**config.mk**
```make
export PLATFORM = sky130hd
export DESIGN_NAME = line_frequency_clock
export DESIGN_NICKNAME = d
export VERILOG_FILES = /design/src/hw/lfclk_pkg.sv /design/src/hw/line_frequency_clock.sv
export VERILOG_INCLUDE_DIRS = /design/src /design/src/hw
export SDC_FILE = /design/constraint.sdc
export NUM_CORES = 1
export LEC_CHECK = 0
export BUFFER_PORTS_ARGS = -buffer_cell sky130_fd_sc_hd__buf_2
export CORE_AREA = 2 2 39 41
export DETAILED_ROUTE_END_ITERATION = 10
export DIE_AREA = 0 0 41 43
export PLACE_DENSITY = 0.7
export SETUP_SLACK_MARGIN = 0.5
export SLEW_MARGIN = 20
export SYNTH_ARGS = -nofsm -noshare
export SYNTH_HDL_FRONTEND = slang
export SYNTH_SLANG_ARGS = --single-unit
```
**constraint.sdc**
```tcl
create_clock -name clock -period 2.35 [get_ports clock]
set_clock_uncertainty 0.1 [all_clocks]
set_input_delay 0.1175 -clock clock [delete_from_list [all_inputs] [get_ports clock]]
set_output_delay 0.1175 -clock clock [all_outputs]
set_load 0.005 [all_outputs]
```
**src/hw/lfclk_cfg.svh**
```systemverilog
/*
 * Constants for the line frequency clock: data bit positions and
 * timing figures.
 * Assumes inclusion by bare name from design files.
 */
`ifndef LFCLK_CFG_SVH
`define LFCLK_CFG_SVH

`define LFCLK_FLAG_BIT 7
`define LFCLK_ENAB_BIT 6
`define LFCLK_PERIOD60_US 16700
`define LFCLK_PERIOD50_US 20000
`define LFCLK_CLK_NS 8

`endif

```
**src/hw/lfclk_pkg.sv**
```systemverilog
/*
 * Types for the line frequency clock.
 * Assumes the cfg header is compiled alongside.
 */
package lfclk_pkg;

	typedef struct packed {
		logic writeSel;
		logic readSel;
		logic busBusy;
		logic [15:0] writeData;
	} lfclk_bus_t;

	typedef struct packed {
		logic [15:0] readData;
		logic readDrive;
	} lfclk_rd_t;

endpackage

```
**src/hw/line_frequency_clock.sv**
```systemverilog
/*
 * Line frequency clock: flag, enable, pending interrupt and request.
 * Assumes a processor clock whose enabled cycles are the clock pulse,
 * and an asynchronous mains sense input.
 */
`timescale 1ns/10ps
`include "lfclk_cfg.svh"

module line_frequency_clock (
	input wire logic clock,
	input wire logic nrst,
	input wire logic processorClockPulse,
	input wire logic lineSenseInput,
	input wire lfclk_pkg::lfclk_bus_t bus,
	input wire logic priorityBit7Inverted,
	input wire logic priorityBit6Inverted,
	input wire logic serviceAcknowledge,
	output lfclk_pkg::lfclk_rd_t rd,
	output logic lineIrqRequest
);

	logic senseMeta_q;
	logic senseSync_q;
	logic senseLast_q;
	logic senseRise;
	logic flag_q;
	logic irqEnableBit_q;
	logic linePendingBit_q;
	logic pendingSyncStage_q;
	logic flagClearStrobe;
	logic priorityOk;

	// two-stage synchroniser, edge from second stage only
	always_ff @(posedge clock) begin
		if (!nrst) begin
			senseMeta_q <= 1'b0;
			senseSync_q <= 1'b0;
			senseLast_q <= 1'b0;
		end else begin
			senseMeta_q <= lineSenseInput;
			senseSync_q <= senseMeta_q;
			senseLast_q <= senseSync_q;
		end
	end

	assign senseRise = senseSync_q & ~senseLast_q;

	assign flagClearStrobe = bus.writeSel & processorClockPulse &
		bus.writeData[`LFCLK_FLAG_BIT];

	// set wins over clear
	always_ff @(posedge clock) begin
		if (!nrst) begin
			flag_q <= 1'b0;
		end else if (senseRise) begin
			flag_q <= 1'b1;
		end else if (flagClearStrobe) begin
			flag_q <= 1'b0;
		end
	end

	always_ff @(posedge clock) begin
		if (!nrst) begin
			irqEnableBit_q <= 1'b0;
		end else if (bus.writeSel && processorClockPulse) begin
			irqEnableBit_q <= bus.writeData[`LFCLK_ENAB_BIT];
		end
	end

	always_ff @(posedge clock) begin
		if (!nrst) begin
			linePendingBit_q <= 1'b0;
		end else if (senseRise) begin
			linePendingBit_q <= 1'b1;
		end else if (serviceAcknowledge && processorClockPulse) begin
			linePendingBit_q <= 1'b0;
		end
	end

	always_ff @(posedge clock) begin
		if (!nrst) begin
			pendingSyncStage_q <= 1'b0;
		end else if (processorClockPulse) begin
			pendingSyncStage_q <= linePendingBit_q;
		end
	end

	assign priorityOk = priorityBit7Inverted | priorityBit6Inverted;
	assign lineIrqRequest = pendingSyncStage_q & irqEnableBit_q &
		priorityOk;

	// internal decode only; drive lines during select and bus busy
	always_comb begin
		rd.readDrive = bus.readSel & bus.busBusy;
		rd.readData = 16'h0000;
		if (rd.readDrive) begin
			rd.readData[`LFCLK_FLAG_BIT] = flag_q;
			rd.readData[`LFCLK_ENAB_BIT] = irqEnableBit_q;
		end
	end

	// flag: set by edge, held, cleared by write
	a_flag_sets: assert property (@(posedge clock)
		disable iff (!nrst) senseRise |=> flag_q)
		else $error("flag not set after sense edge");

	a_flag_holds: assert property (@(posedge clock)
		disable iff (!nrst) flag_q && !flagClearStrobe |=> flag_q)
		else $error("flag dropped without clear");

	a_flag_clears: assert property (@(posedge clock)
		disable iff (!nrst) flagClearStrobe && !senseRise |=> !flag_q)
		else $error("flag not cleared by write");

	a_flag_needs_pulse: assert property (@(posedge clock)
		disable iff (!nrst) flag_q && !processorClockPulse |=> flag_q)
		else $error("flag cleared between clock pulses");

	a_flag_rise_src: assert property (@(posedge clock)
		disable iff (!nrst) $rose(flag_q) |-> $past(senseRise))
		else $error("flag set without sense edge");

	// enable bit and read path
	a_enable_loads: assert property (@(posedge clock)
		disable iff (!nrst) bus.writeSel && processorClockPulse |=>
		irqEnableBit_q == $past(bus.writeData[`LFCLK_ENAB_BIT]))
		else $error("enable bit not loaded");

	a_enable_keeps: assert property (@(posedge clock)
		disable iff (!nrst) !(bus.writeSel && processorClockPulse) |=>
		$stable(irqEnableBit_q))
		else $error("enable bit changed without write");

	a_read_gated: assert property (@(posedge clock)
		disable iff (!nrst)
		!(bus.readSel && bus.busBusy) |-> rd.readData == 16'h0000)
		else $error("read lines driven outside read");

	a_drive_needs_busy: assert property (@(posedge clock)
		disable iff (!nrst)
		!(bus.readSel && bus.busBusy) |-> !rd.readDrive)
		else $error("read drive outside bus busy");

	a_read_bits: assert property (@(posedge clock)
		disable iff (!nrst) bus.readSel && bus.busBusy |->
		rd.readData[7] == flag_q && rd.readData[6] == irqEnableBit_q)
		else $error("read data mismatch");

	// request gating
	a_prio_blocks: assert property (@(posedge clock)
		disable iff (!nrst)
		!priorityBit7Inverted && !priorityBit6Inverted |-> !lineIrqRequest)
		else $error("request at priority 6 or 7");

	a_req_off_disabled: assert property (@(posedge clock)
		disable iff (!nrst) !irqEnableBit_q |-> !lineIrqRequest)
		else $error("request while enable bit clear");

	a_req_needs_sync: assert property (@(posedge clock)
		disable iff (!nrst) lineIrqRequest |-> pendingSyncStage_q)
		else $error("request without synchronised pending");

	a_edge_to_req: assert property (@(posedge clock)
		disable iff (!nrst) senseRise ##1 processorClockPulse ##1
		irqEnableBit_q && priorityOk |-> lineIrqRequest)
		else $error("request missing after pending");

	// pending bit and its sync stage
	a_pend_sets: assert property (@(posedge clock)
		disable iff (!nrst) senseRise |=> linePendingBit_q)
		else $error("pending not set after sense edge");

	a_pend_rise_src: assert property (@(posedge clock)
		disable iff (!nrst) $rose(linePendingBit_q) |-> $past(senseRise))
		else $error("pending set without sense edge");

	a_pend_holds: assert property (@(posedge clock)
		disable iff (!nrst)
		linePendingBit_q && !(serviceAcknowledge && processorClockPulse)
		|=> linePendingBit_q)
		else $error("pending dropped without service");

	a_ack_clears: assert property (@(posedge clock)
		disable iff (!nrst)
		serviceAcknowledge && processorClockPulse && !senseRise |=>
		!linePendingBit_q)
		else $error("pending not cleared by service");

	a_sync_follows: assert property (@(posedge clock)
		disable iff (!nrst) processorClockPulse |=>
		pendingSyncStage_q == $past(linePendingBit_q))
		else $error("sync stage missed the pending bit");

	a_sync_holds: assert property (@(posedge clock)
		disable iff (!nrst) !processorClockPulse |=>
		$stable(pendingSyncStage_q))
		else $error("sync stage moved between clock pulses");

	a_sync_rise_src: assert property (@(posedge clock)
		disable iff (!nrst)
		$rose(pendingSyncStage_q) |-> $past(linePendingBit_q))
		else $error("sync stage set without pending");

	a_sync_in: assert property (@(posedge clock)
		disable iff (!nrst)
		$rose(lineSenseInput) ##1 lineSenseInput ##1 lineSenseInput
		|-> senseRise)
		else $error("sense edge not detected");

	// main scenarios
	c_flag_set: cover property (@(posedge clock) disable iff (!nrst)
		senseRise ##1 flag_q);

	c_request: cover property (@(posedge clock) disable iff (!nrst)
		$rose(lineIrqRequest));

	c_serviced: cover property (@(posedge clock) disable iff (!nrst)
		lineIrqRequest ##1 serviceAcknowledge && processorClockPulse);

	c_flag_clear: cover property (@(posedge clock) disable iff (!nrst)
		flag_q ##1 flagClearStrobe ##1 !flag_q);

	c_blocked: cover property (@(posedge clock) disable iff (!nrst)
		pendingSyncStage_q && irqEnableBit_q && !priorityOk);

endmodule

```
# Word-level counts from Yosys, hierarchy flattened
# Index checks and enable logic that the tools add are counted.
dict set report word_totals {
  regBits 7
  latchBits 0
  ram_bits 0
  romBits 0
  in_bits 26
  out_inout_bits 18
  word_cells 24
  memories 0
}
dict set report classes {
  add_sub_neg 0
  mul 0
  n_div 0
  n_lt_le_gt_ge 0
  n_eq_ne 0
  shift 0
  n_mux 5
  n_bitwise 8
  n_reduce_logical 4
}
# op count
set op_table {}
lappend op_table {{$and A1 B1 Y1} 6}
lappend op_table {{$mux W1} 4}
lappend op_table {{$reduce_bool A2 Y1} 2}
lappend op_table {{$logic_and A1 B1 Y1} 2}
lappend op_table {{$mux W2} 1}
lappend op_table {{$not A1 Y1} 1}
lappend op_table {{$or A1 B1 Y1} 1}

# Logic depth before layout (Yosys ltp)
# Gate-level depths: netlist of run 1.
dict set report depth {
  depth_word 4
  mapped_depth 3
  ltp_nobuf 3
}

# Worst setup path after synthesis of run 1
# No wires, ideal clock.
dict set report synth_path {
  kind {register -> register}
  start {register senseSync_q}
  end {register linePendingBit_q}
  setup_ns 0.115
  t_arrival_ns 0.547
  slack_ns 1.587
  stages_incl_launch_ff 4
  n_path_buf 0
  cell_sequence {dfxtp_1 nor2b_4 a21oi_1 nor2b_1}
}
dict set report synth_via {
  elab_chain_len 2
}
# element line
set synth_lines {}
lappend synth_lines {{from (decl)} line_frequency_clock.sv:23} ;# logic senseSync_q;
lappend synth_lines {{from (signal assigned)} line_frequency_clock.sv:41} ;# senseSync_q <= senseMeta_q;
lappend synth_lines {{$and A1 B1 Y1 *} line_frequency_clock.sv:46} ;# assign senseRise = senseSync_q & ~senseLast_q;
lappend synth_lines {{$mux W1 or $reduce_bool A2 Y1 (tied branches)} --}
lappend synth_lines {{to (signal assigned)} line_frequency_clock.sv:72} ;# linePendingBit_q <= 1'b0;
lappend synth_lines {{to (signal assigned)} line_frequency_clock.sv:74} ;# linePendingBit_q <= 1'b1;
lappend synth_lines {{to (signal assigned)} line_frequency_clock.sv:76} ;# linePendingBit_q <= 1'b0;
lappend synth_lines {{to (decl)} line_frequency_clock.sv:28} ;# logic linePendingBit_q;
# Every way passes the cells marked *; elsewhere a longest branch is shown, timed or not.
# A chain may end at the register's enable or synchronous reset.

==> impl_metrics.py, run 1 <==
metrics = {
    "sta": {
        "finalMaxSlewViolations": 0,
        "rsz0062_at_grt": "no",
        "hold_ws_ns": 0.0360,
        "post-route-period-util_pct": 46.0,
        "tns_ns": 0,
        "period_needed_ns": 1.08,
        "hold_viol_final": 0,
        "finalSetupViolations": 0,
        "fmax_mhz": 925,
        "layout_setup_ws_ns": 1.27,
    },
    "detailed_routing": {
        "drtPass1Iterations": 1,
        "ant_nets": 0,
        "vias_per_cell": 3.90,
        "drc": 0,
        "drt-initial-drc-count": 0,
        "wl_um": 573,
        "post_drt_wl_per_cell_um": 7.35,
        "vias": 304,
    },
    "logic_synthesis": {
        "synth_ff_type": "dfxtp_1",
        "avgSynthCellArea_um2": 8.94,
        "synth_most_common_cell": "buf_4",
        "yosysTopAreaCellShare_pct": 37.3,
        "ys_async_sr_fraction_pct": 0,
        "synth_top_cell_by_area": "dfxtp_1",
        "synth_cell_types": 15,
        "synth_common_cells": "buf_4, dfxtp_1, and2_1",
        "synth-seq-cells": 7,
        "yosysSeqAreaShare_pct": 37.3,
        "ys_warn_count": 0,
        "synth_area_leaders": "dfxtp_1, buf_4, and2_1",
        "synth_edf_count": 0,
        "syn_area_um2": 375,
        "netlist_instances": 42,
    },
    "clocking": {
        "clock_latency_ns": 0.25,
        "cts_tree": "built",
        "cts.htree.levels": 1,
        "cts_max_path_buffers": 2,
        "cts.sinks": 7,
        "post_cts_buffers": 0,
        "root_buffer": "clkbuf_4",
        "cts_buffers": 3,
        "hold_buffers": 2,
        "post_cts_resized": 0,
        "path_clk_slew_ns": 0.05,
    },
    "global_routing": {
        "antenna_found_initial": 0,
        "grt_pass1_wl_um": 869,
        "overflow": 0,
        "grt.total_usage_pct": 7.96,
        "grt_max_degree": 8,
        "first_global_vias": 245,
    },
    "cells_and_area": {
        "fin_area_um2": 460,
        "insertedDiodeCount": 0,
        "drive_gt1_share_pct": 30.6,
        "stdcell_count": 78,
        "area_growth_syn_to_layout_pct": 22.7,
        "nNetsFinal": 89,
    },
    "die": {
        "design.portCount": 44,
        "die_area_um2": 1760,
        "die_width_um": 41,
        "start_util_pct": 27.1,
        "core_area_um2": 1380,
        "rows": 14,
        "dieHeight_um": 43,
    },
    "worst_hold_path": {
        "hp-class": "in2reg",
        "min_path_cells": 3,
        "holdPathEnd": "irqEnableBit_q",
        "min_from": "bus[6]",
    },
    "job": {
        "max-cap-violations": 0,
    },
    "placement": {
        "place_inst": 72,
        "portBuffers": 15,
        "placed_area_um2": 414,
        "gp_congestion": 0.652,
        "place_ws_ns": 1.53,
    },
    "power": {
        "intPower_mw": 0.204,
        "combPwrFrac_pct": 11.4,
        "pwr_density_cell_nw_per_um2": 578,
        "p_switching_mw": 0.0618,
        "p_leak_nw": 0.256,
        "power_frac_clock_pct": 41.2,
        "peakVddDrop_mv": 0.300,
        "p_seq_share_pct": 47.5,
        "p_sw_share_pct": 23.2,
    },
    "worst_setup_path": {
        "reg2regPathDepth": 3,
        "crit_path_start_kind": "flop",
        "ff2ff_setup_slack_ns": 1.54,
        "worstSetupEndpointType": "output port",
        "critical_path.max_fanout": 3,
        "crit_type": "reg2out",
        "cp.arrival_ns": 0.86,
        "r2r-start": "senseSync_q",
        "r2r_end": "flag_q",
        "worstPathRequired_ns": 2.13,
    },
    "outcome": {
        "status": "complete, no violations",
    },
}
worst max path at each step:
stage | startpoint | slack [ns] | cells past startpoint | endpoint
finish | irqEnableBit_q | 1.27 | 2 | rd[7]
global route | irqEnableBit_q | 1.23 | 2 | rd[7]
CTS | irqEnableBit_q | 1.26 | 2 | rd[7]
detailed placement | senseSync_q | 1.53 | 3 | flag_q
global placement | irqEnableBit_q | 1.54 | 2 | rd[7]
floorplan | senseSync_q | 1.59 | 3 | linePendingBit_q
stage by stage:
stage	power, mW	util (%)
global route	0.284	33.3
detailed placement	0.156	29.9
global placement	0.155	29.9
floorplan	0.159	-
CTS	0.270	33.3
finish	0.266	33.3
power by group through the flow:
| stage | registers [mW] | clock network [mW] | logic, mW |
|---|---|---|---|
| CTS | 0.126 | 0.114 | 0.0298 |
| finish | 0.126 | 0.110 | 0.0302 |
| detailed placement | 0.129 | 0 | 0.0273 |
| floorplan | 0.128 | 0 | 0.0310 |
| global route | 0.126 | 0.121 | 0.0362 |
| global placement | 0.129 | 0 | 0.0269 |
cells by family (layout without fill, tap and decap cells):
kind of cell | after synthesis | count (layout) | synth area share [%]
AND/OR/NAND/NOR | 14 | 14 | 22.3
flip-flops | 7 | 7 | 37.3
AO/OA/AOI/OAI | 5 | 5 | 8.67
other | 1 | 14 | 0.999
multiplexers | 1 | 1 | 2.67
buffers and inverters | 14 | 21 | 28.0
placed cells by master, fill, tap and decap left out, drive strengths merged:
cell type    instances
and3                 2
dlygate4sd3          2
a21oi                2
a21boi               1
nor2b                3
nor2                 1
clkbuf               4
o21ai                1
nand2                3
buf                 15
nand3                1
dfxtp                7
mux2i                1
conb                14
o211a                1
and2                 4
critical path, stage by stage, from the launching register on:
cell and delay (ns):
dfxtp_1 0.36, and3_1 0.15, buf_2 0.10
state kept, by name, summed over array words and instances (netlist names):
| signal | count |
|---|---|
| irqEnableBit_q | 1 |
| senseLast_q | 1 |
| linePendingBit_q | 1 |
| pendingSyncStage_q | 1 |
| senseMeta_q | 1 |
| senseSync_q | 1 |
| flag_q | 1 |
area by class of cell:
class	count	area (um^2)
timing repair buffer	17	95.1
tap	16	20.0
sequential	7	140
fill	151	923
multi-input combinational	34	179
clock buffer	4	26.3
routing by layer:
layer,track usage [%],wire [um]
met2,12.2,239
met3,4.71,92
met4,6.00,12
met5,0,0
met1,7.17,228
Power figures use the tool's default switching activity.
==> run 2: changes to the inputs <==
--- a/config.mk
+++ b/config.mk
@@ -6,6 +6,7 @@
 export SDC_FILE = /design/constraint.sdc
 export NUM_CORES = 1
 export LEC_CHECK = 0
+export ABC_AREA = 1
 export BUFFER_PORTS_ARGS = -buffer_cell sky130_fd_sc_hd__buf_2
 export CORE_AREA = 2 2 39 41
 export DETAILED_ROUTE_END_ITERATION = 10
==> constraint.sdc (replaced) <==
create_clock -name clock -period 1 [get_ports clock]
set_clock_uncertainty 0.1 [all_clocks]
set_input_delay 0.05 -clock clock [delete_from_list [all_inputs] [get_ports clock]]
set_output_delay 0.05 -clock clock [all_outputs]
set_load 0.005 [all_outputs]
==> run 2 against run 1 <==
  * The flow now finishes with violations (negative hold slack)
  * Power rose by 150%
  * Clock power grew 130%
  * Cell count grew 13%
  * Global-route usage rose by 0.69 points
  * Sequential power up 140%
  * Via count rose by 11%
  * Highest routed layer is now met3
==> impl_metrics.py, run 2 <==
metrics = {
    "cells_and_area": {
        "area_growth_syn_to_layout_pct": 38.2,
        "stdcell_count": 88,
        "final_cell_mix": "conb_1, buf_2, nand2_1",
        "final_common_cell": "conb_1",
        "drive_gt1_share_pct": 54.2,
        "fin_area_um2": 526,
        "nNetsFinal": 99,
        "fill_cells": 155,
        "insertedDiodeCount": 0,
    },
    "global_routing": {
        "use_met1_pct": 7.44,
        "met2_usage_pct": 15.0,
        "grt_max_degree": 7,
        "overflow": 0,
        "grt.total_usage_pct": 8.65,
        "first_global_vias": 251,
        "top_usage_layer": "met2",
        "antenna_found_initial": 0,
        "gr-usage-met3_pct": 6.28,
        "grt_pass1_wl_um": 952,
    },
    "clocking": {
        "cts_max_path_buffers": 2,
        "clock_latency_ns": 0.24,
        "cts_tree": "built",
        "path_clk_slew_ns": 0.05,
        "cts.sinks": 7,
        "cts.htree.levels": 1,
        "cts_buffers": 3,
        "root_buffer": "clkbuf_4",
    },
    "logic_synthesis": {
        "synth_common_cells": "buf_4, nand2_1, inv_1",
        "ys_warn_count": 0,
        "synth_most_common_cell": "buf_4",
        "avgSynthCellArea_um2": 7.31,
        "synth_cell_types": 12,
        "synth_edf_count": 0,
        "ys_async_sr_fraction_pct": 0,
        "synth-seq-cells": 7,
        "netlist_instances": 52,
        "syn_area_um2": 380,
        "yosysTopAreaCellShare_pct": 36.8,
        "synth_top_cell_by_area": "dfxtp_1",
        "synth_area_leaders": "dfxtp_1, buf_4, nand2_1",
        "synth_ff_type": "dfxtp_1",
        "yosysSeqAreaShare_pct": 36.8,
    },
    "die": {
        "rows": 14,
        "design.portCount": 44,
        "dieHeight_um": 43,
        "die_area_um2": 1760,
        "start_util_pct": 27.5,
        "core_area_um2": 1380,
        "die_width_um": 41,
    },
    "sta": {
        "fmax_mhz": 1040,
        "finalSetupViolations": 0,
        "finalMaxSlewViolations": 0,
        "hold_ws_ns": -0.112,
        "period_needed_ns": 0.963,
        "hold_viol_final": 6,
        "rsz0062_at_grt": "yes",
        "post-route-period-util_pct": 96.3,
        "tns_ns": 0,
    },
    "power": {
        "p_leak_nw": 0.285,
        "p_sw_share_pct": 24.2,
        "p_switching_mw": 0.158,
        "total_power_mw": 0.653,
        "intPower_mw": 0.495,
        "combPwrFrac_pct": 15.5,
        "p_seq_share_pct": 46.2,
        "peakVddDrop_mv": 0.842,
        "pwr_density_cell_nw_per_um2": 1240,
        "power_frac_clock_pct": 38.3,
    },
    "job": {
        "max-cap-violations": 0,
    },
    "outcome": {
        "status": "finished, violations left",
        "violations": "negative hold slack",
    },
    "worst_setup_path": {
        "crit_type": "reg2out",
        "cp.arrival_ns": 0.81,
        "worstSetupEndpointType": "output port",
        "worstPathRequired_ns": 0.85,
        "crit_path_start_kind": "flop",
        "critical_path.max_fanout": 2,
    },
    "placement": {
        "place_inst": 82,
        "placed_area_um2": 423,
        "portBuffers": 15,
        "hpwlAfterDp_um": 508,
        "gp_congestion": 0.670,
    },
    "detailed_routing": {
        "wl_um": 665,
        "vias": 336,
        "vias_per_cell": 3.82,
        "drc": 0,
        "post_drt_wl_per_cell_um": 7.56,
        "drtPass1Iterations": 1,
        "ant_nets": 0,
        "drt-initial-drc-count": 0,
    },
    "worst_hold_path": {
        "hp-class": "in2reg",
    },
}
[run 2: cell count changes after synthesis, sizes merged, moves of 2 or more]
cell	previous run	this run
inv	0	9
nand2	3	10
and2	4	0
nor2b	3	0
a21oi	2	4
and3	2	0
nor2	1	3
[run 2: path summary, 6_finish.rpt]
check                      from                  to  slack, ns  cells past startpoint
max              irqEnableBit_q      lineIrqRequest       0.04                      3
min              lineSenseInput         senseMeta_q      -0.11                      3
max reg2reg  pendingSyncStage_q  pendingSyncStage_q       0.21                      3
min reg2reg         senseMeta_q         senseSync_q       0.30                      2
[run 2: power groups by stage]
stage	combinational [mW]	clock (mW)	sequential (mW)
6_report	0.101	0.250	0.302
5_1_grt	0.117	0.288	0.302
4_1_cts	0.0941	0.264	0.300
3_5_place_dp	0.0711	0	0.305
3_3_place_gp	0.0690	0	0.304
2_1_floorplan	0.0767	0	0.303
[run 2: logic make-up after synthesis]
kind of cell    after synthesis  synth area share (%)
flops                         7                  36.8
compound gates                6                  8.88
simple gates                 15                  16.8
buf+inv                      23                  36.5
other cells                   1                 0.986
[run 2: stage by stage]
step / setup WS, ns / hold WS [ns] / utilization [%]
after floorplan: 0.358 / 0.0435 / -
after global placement: 0.275 / 0.132 / 30.6
after CTS: 0.0215 / -0.118 / 36.7
final: 0.0366 / -0.112 / 38.0
after detailed placement: 0.266 / 0.142 / 30.6
after global routing: -0.0210 / -0.118 / 38.0
[run 2: routing by layer]
layer / up-vias / wire length [um]
met5: - / 0
met4: 0 / 0
met3: 0 / 77
met2: 21 / 374
met1: 148 / 214
li1: 167 / -
[run 2: layout make-up]
type / count / area, um^2 / area share, %
Clock buffer: 4 / 26.3 / 5.00
Inverter: 9 / 33.8 / 6.43
Multi-Input combinational cell: 35 / 181 / 34.5
Sequential cell: 7 / 148 / 28.1
Tap cell: 16 / 20.0 / 3.81
Timing Repair Buffer: 17 / 116 / 22.1
[run 2: repair_timing]
item,4_1_cts,5_1_grt
gates resized for setup,15,7
pin swaps,2,3
endpoints found under the hold margin,6,6
buffers inserted,2,0
setup endpoints to repair,10,10
[run 2: critical path: stages (launching register included)]
cell and delay (ns):
dfxtp_2 0.33, inv_2 0.04, nor2_1 0.08, buf_2 0.11
==> run 3: changes to the inputs <==
--- a/config.mk
+++ b/config.mk
@@ -11,7 +11,7 @@
 export CORE_AREA = 2 2 39 41
 export DETAILED_ROUTE_END_ITERATION = 10
 export DIE_AREA = 0 0 41 43
-export PLACE_DENSITY = 0.7
+export PLACE_DENSITY = 0.76
 export SETUP_SLACK_MARGIN = 0.5
 export SLEW_MARGIN = 20
 export SYNTH_ARGS = -nofsm -noshare
==> constraint.sdc (replaced) <==
create_clock -name clock -period 1 [get_ports clock]
set_clock_uncertainty 0.1 [all_clocks]
set_input_delay 0.2 -clock clock [delete_from_list [all_inputs] [get_ports clock]]
set_output_delay 0.2 -clock clock [all_outputs]
set_load 0.005 [all_outputs]
==> run 3 against run 2 <==
  * Clock-buffer cell count unchanged
  * Clock power up 2%
  * The run ends with negative setup slack left
  * Power up 3.2%
  * Critical path depth unchanged
  * Sequential share of layout area down 2.1 points
  * Worst hold slack better by 0.16 ns
  * Via count up 1.5%
  * Design area up 7.1%
  * Sequential power about the same
  * Register-to-register slack worse by 0.11 ns
  * Combinational power up 16%
==> impl_metrics.py, run 3 (synthesis results as in run 2) <==
metrics = {
    "outcome": {
        "status": "finished, violations left",
        "violations": "negative setup slack",
    },
    "global_routing": {
        "grt.total_usage_pct": 9.15,
        "overflow": 0,
        "first_global_vias": 282,
        "antenna_found_initial": 0,
        "grt_pass1_wl_um": 1040,
        "grt_max_degree": 7,
    },
    "detailed_routing": {
        "post_drt_wl_per_cell_um": 7.52,
        "drtPass1Iterations": 1,
        "ant_nets": 0,
        "drc": 0,
        "vias_per_cell": 3.79,
        "wl_um": 677,
        "vias": 341,
        "drt-initial-drc-count": 0,
    },
    "sta": {
        "post-route-period-util_pct": 112,
        "layout_setup_ws_ns": -0.118,
        "tns_ns": -0.309,
        "hold_viol_final": 0,
        "finalSetupViolations": 3,
        "rsz0062_at_grt": "yes",
        "finalMaxSlewViolations": 0,
        "fmax_mhz": 894,
        "period_needed_ns": 1.12,
    },
    "power": {
        "intPower_mw": 0.505,
        "p_seq_share_pct": 44.8,
        "p_sw_share_pct": 25.0,
        "p_leak_nw": 0.294,
        "combPwrFrac_pct": 17.4,
        "peakVddDrop_mv": 0.814,
        "p_switching_mw": 0.168,
        "power_frac_clock_pct": 37.8,
        "pwr_density_cell_nw_per_um2": 1200,
        "total_power_mw": 0.673,
    },
    "cells_and_area": {
        "stdcell_count": 90,
        "nNetsFinal": 101,
        "fin_area_um2": 563,
        "insertedDiodeCount": 0,
        "area_growth_syn_to_layout_pct": 48.0,
        "drive_gt1_share_pct": 55.4,
        "final_cell_mix": "conb_1, buf_2, nand2_1",
        "fill_cells": 152,
        "final_common_cell": "conb_1",
        "post-route-util_pct": 40.7,
    },
    "placement": {
        "place_inst": 82,
        "placed_area_um2": 442,
        "portBuffers": 15,
        "gp_congestion": 0.673,
        "hpwlAfterDp_um": 507,
    },
    "clocking": {
        "cts.sinks": 7,
        "cts_tree": "built",
        "path_clk_slew_ns": 0.05,
        "clock_latency_ns": 0.25,
        "cts_buffers": 3,
        "cts.htree.levels": 1,
        "root_buffer": "clkbuf_4",
        "hold_buffers": 0,
        "cts_max_path_buffers": 2,
    },
    "worst_setup_path": {
        "cp.arrival_ns": 0.82,
        "worstSetupEndpointType": "output port",
        "worstPathRequired_ns": 0.70,
        "critical_path.max_fanout": 2,
        "crit_type": "reg2out",
        "crit_path_start_kind": "flop",
    },
    "die": {
        "dieHeight_um": 43,
        "core_area_um2": 1380,
        "rows": 14,
        "design.portCount": 44,
        "die_width_um": 41,
        "start_util_pct": 27.5,
        "die_area_um2": 1760,
    },
    "worst_hold_path": {
        "hp-class": "in2reg",
    },
    "job": {
        "max-cap-violations": 0,
    },
}
-- run 3: changes by cell type in the layout (fill, tap and decap cells not counted) --
cell	delta
buf_6	+2
inv_2	-1
dfxtp_1	+1
nand2_1	-1
nand2_2	+1
clkinv_4	+1
nand2_8	+1
nand2_4	-1
dfxtp_2	-1
-- run 3: critical path: stages (launching register included) --
cell and delay, ns:
dfxtp_2 0.33, inv_2 0.04, nor2_1 0.08, buf_2 0.11
-- run 3: through the flow --
step / hold slack (ns) / setup WS, ns
global placement: 0.281 / 0.104
detailed placement: 0.294 / 0.106
floorplan: 0.187 / 0.234
CTS: 0.0374 / -0.118
finish: 0.0436 / -0.118
global route: 0.0404 / -0.190
-- run 3: final cells by class --
type                    count  area (um^2)  area share, %
repair buffers             19          139           24.7
flip-flops and latches      7          146           26.0
inverters                   9         38.8           6.89
clock buffers               4         26.3           4.67
multi-input cells          35          193           34.2
well taps                  16         20.0           3.56
-- run 3: path summary, 6_finish.rpt --
path	from	endpoint	slack, ns	depth (start not counted)
max	irqEnableBit_q	lineIrqRequest	-0.12	3
min	lineSenseInput	senseMeta_q	0.04	3
max reg2reg	pendingSyncStage_q	pendingSyncStage_q	0.10	4
min reg2reg	senseMeta_q	senseSync_q	0.30	2
-- run 3: repair_timing --
action / CTS / global route
gates cloned: 0 / 0
pin swaps: 3 / 5
setup endpoints to repair: 10 / 10
gates resized for setup: 11 / 10
buffers inserted: 2 / 2
-- run 3: metal layers --
layer  part of all wire (%)  global-route usage (%)
met1                     28                    7.42
met2                     58                    16.6
met3                     14                    6.28
met4                      0                    2.00
met5                      0                       0
-- run 3: power by group through the flow --
| stage | clock network (mW) | logic, mW | registers, mW |
|---|---|---|---|
| after floorplan | 0 | 0.0805 | 0.304 |
| after global placement | 0 | 0.0774 | 0.305 |
| after detailed placement | 0 | 0.0796 | 0.306 |
| after CTS | 0.263 | 0.0994 | 0.300 |
| after global routing | 0.294 | 0.135 | 0.303 |
| final | 0.255 | 0.117 | 0.302 |
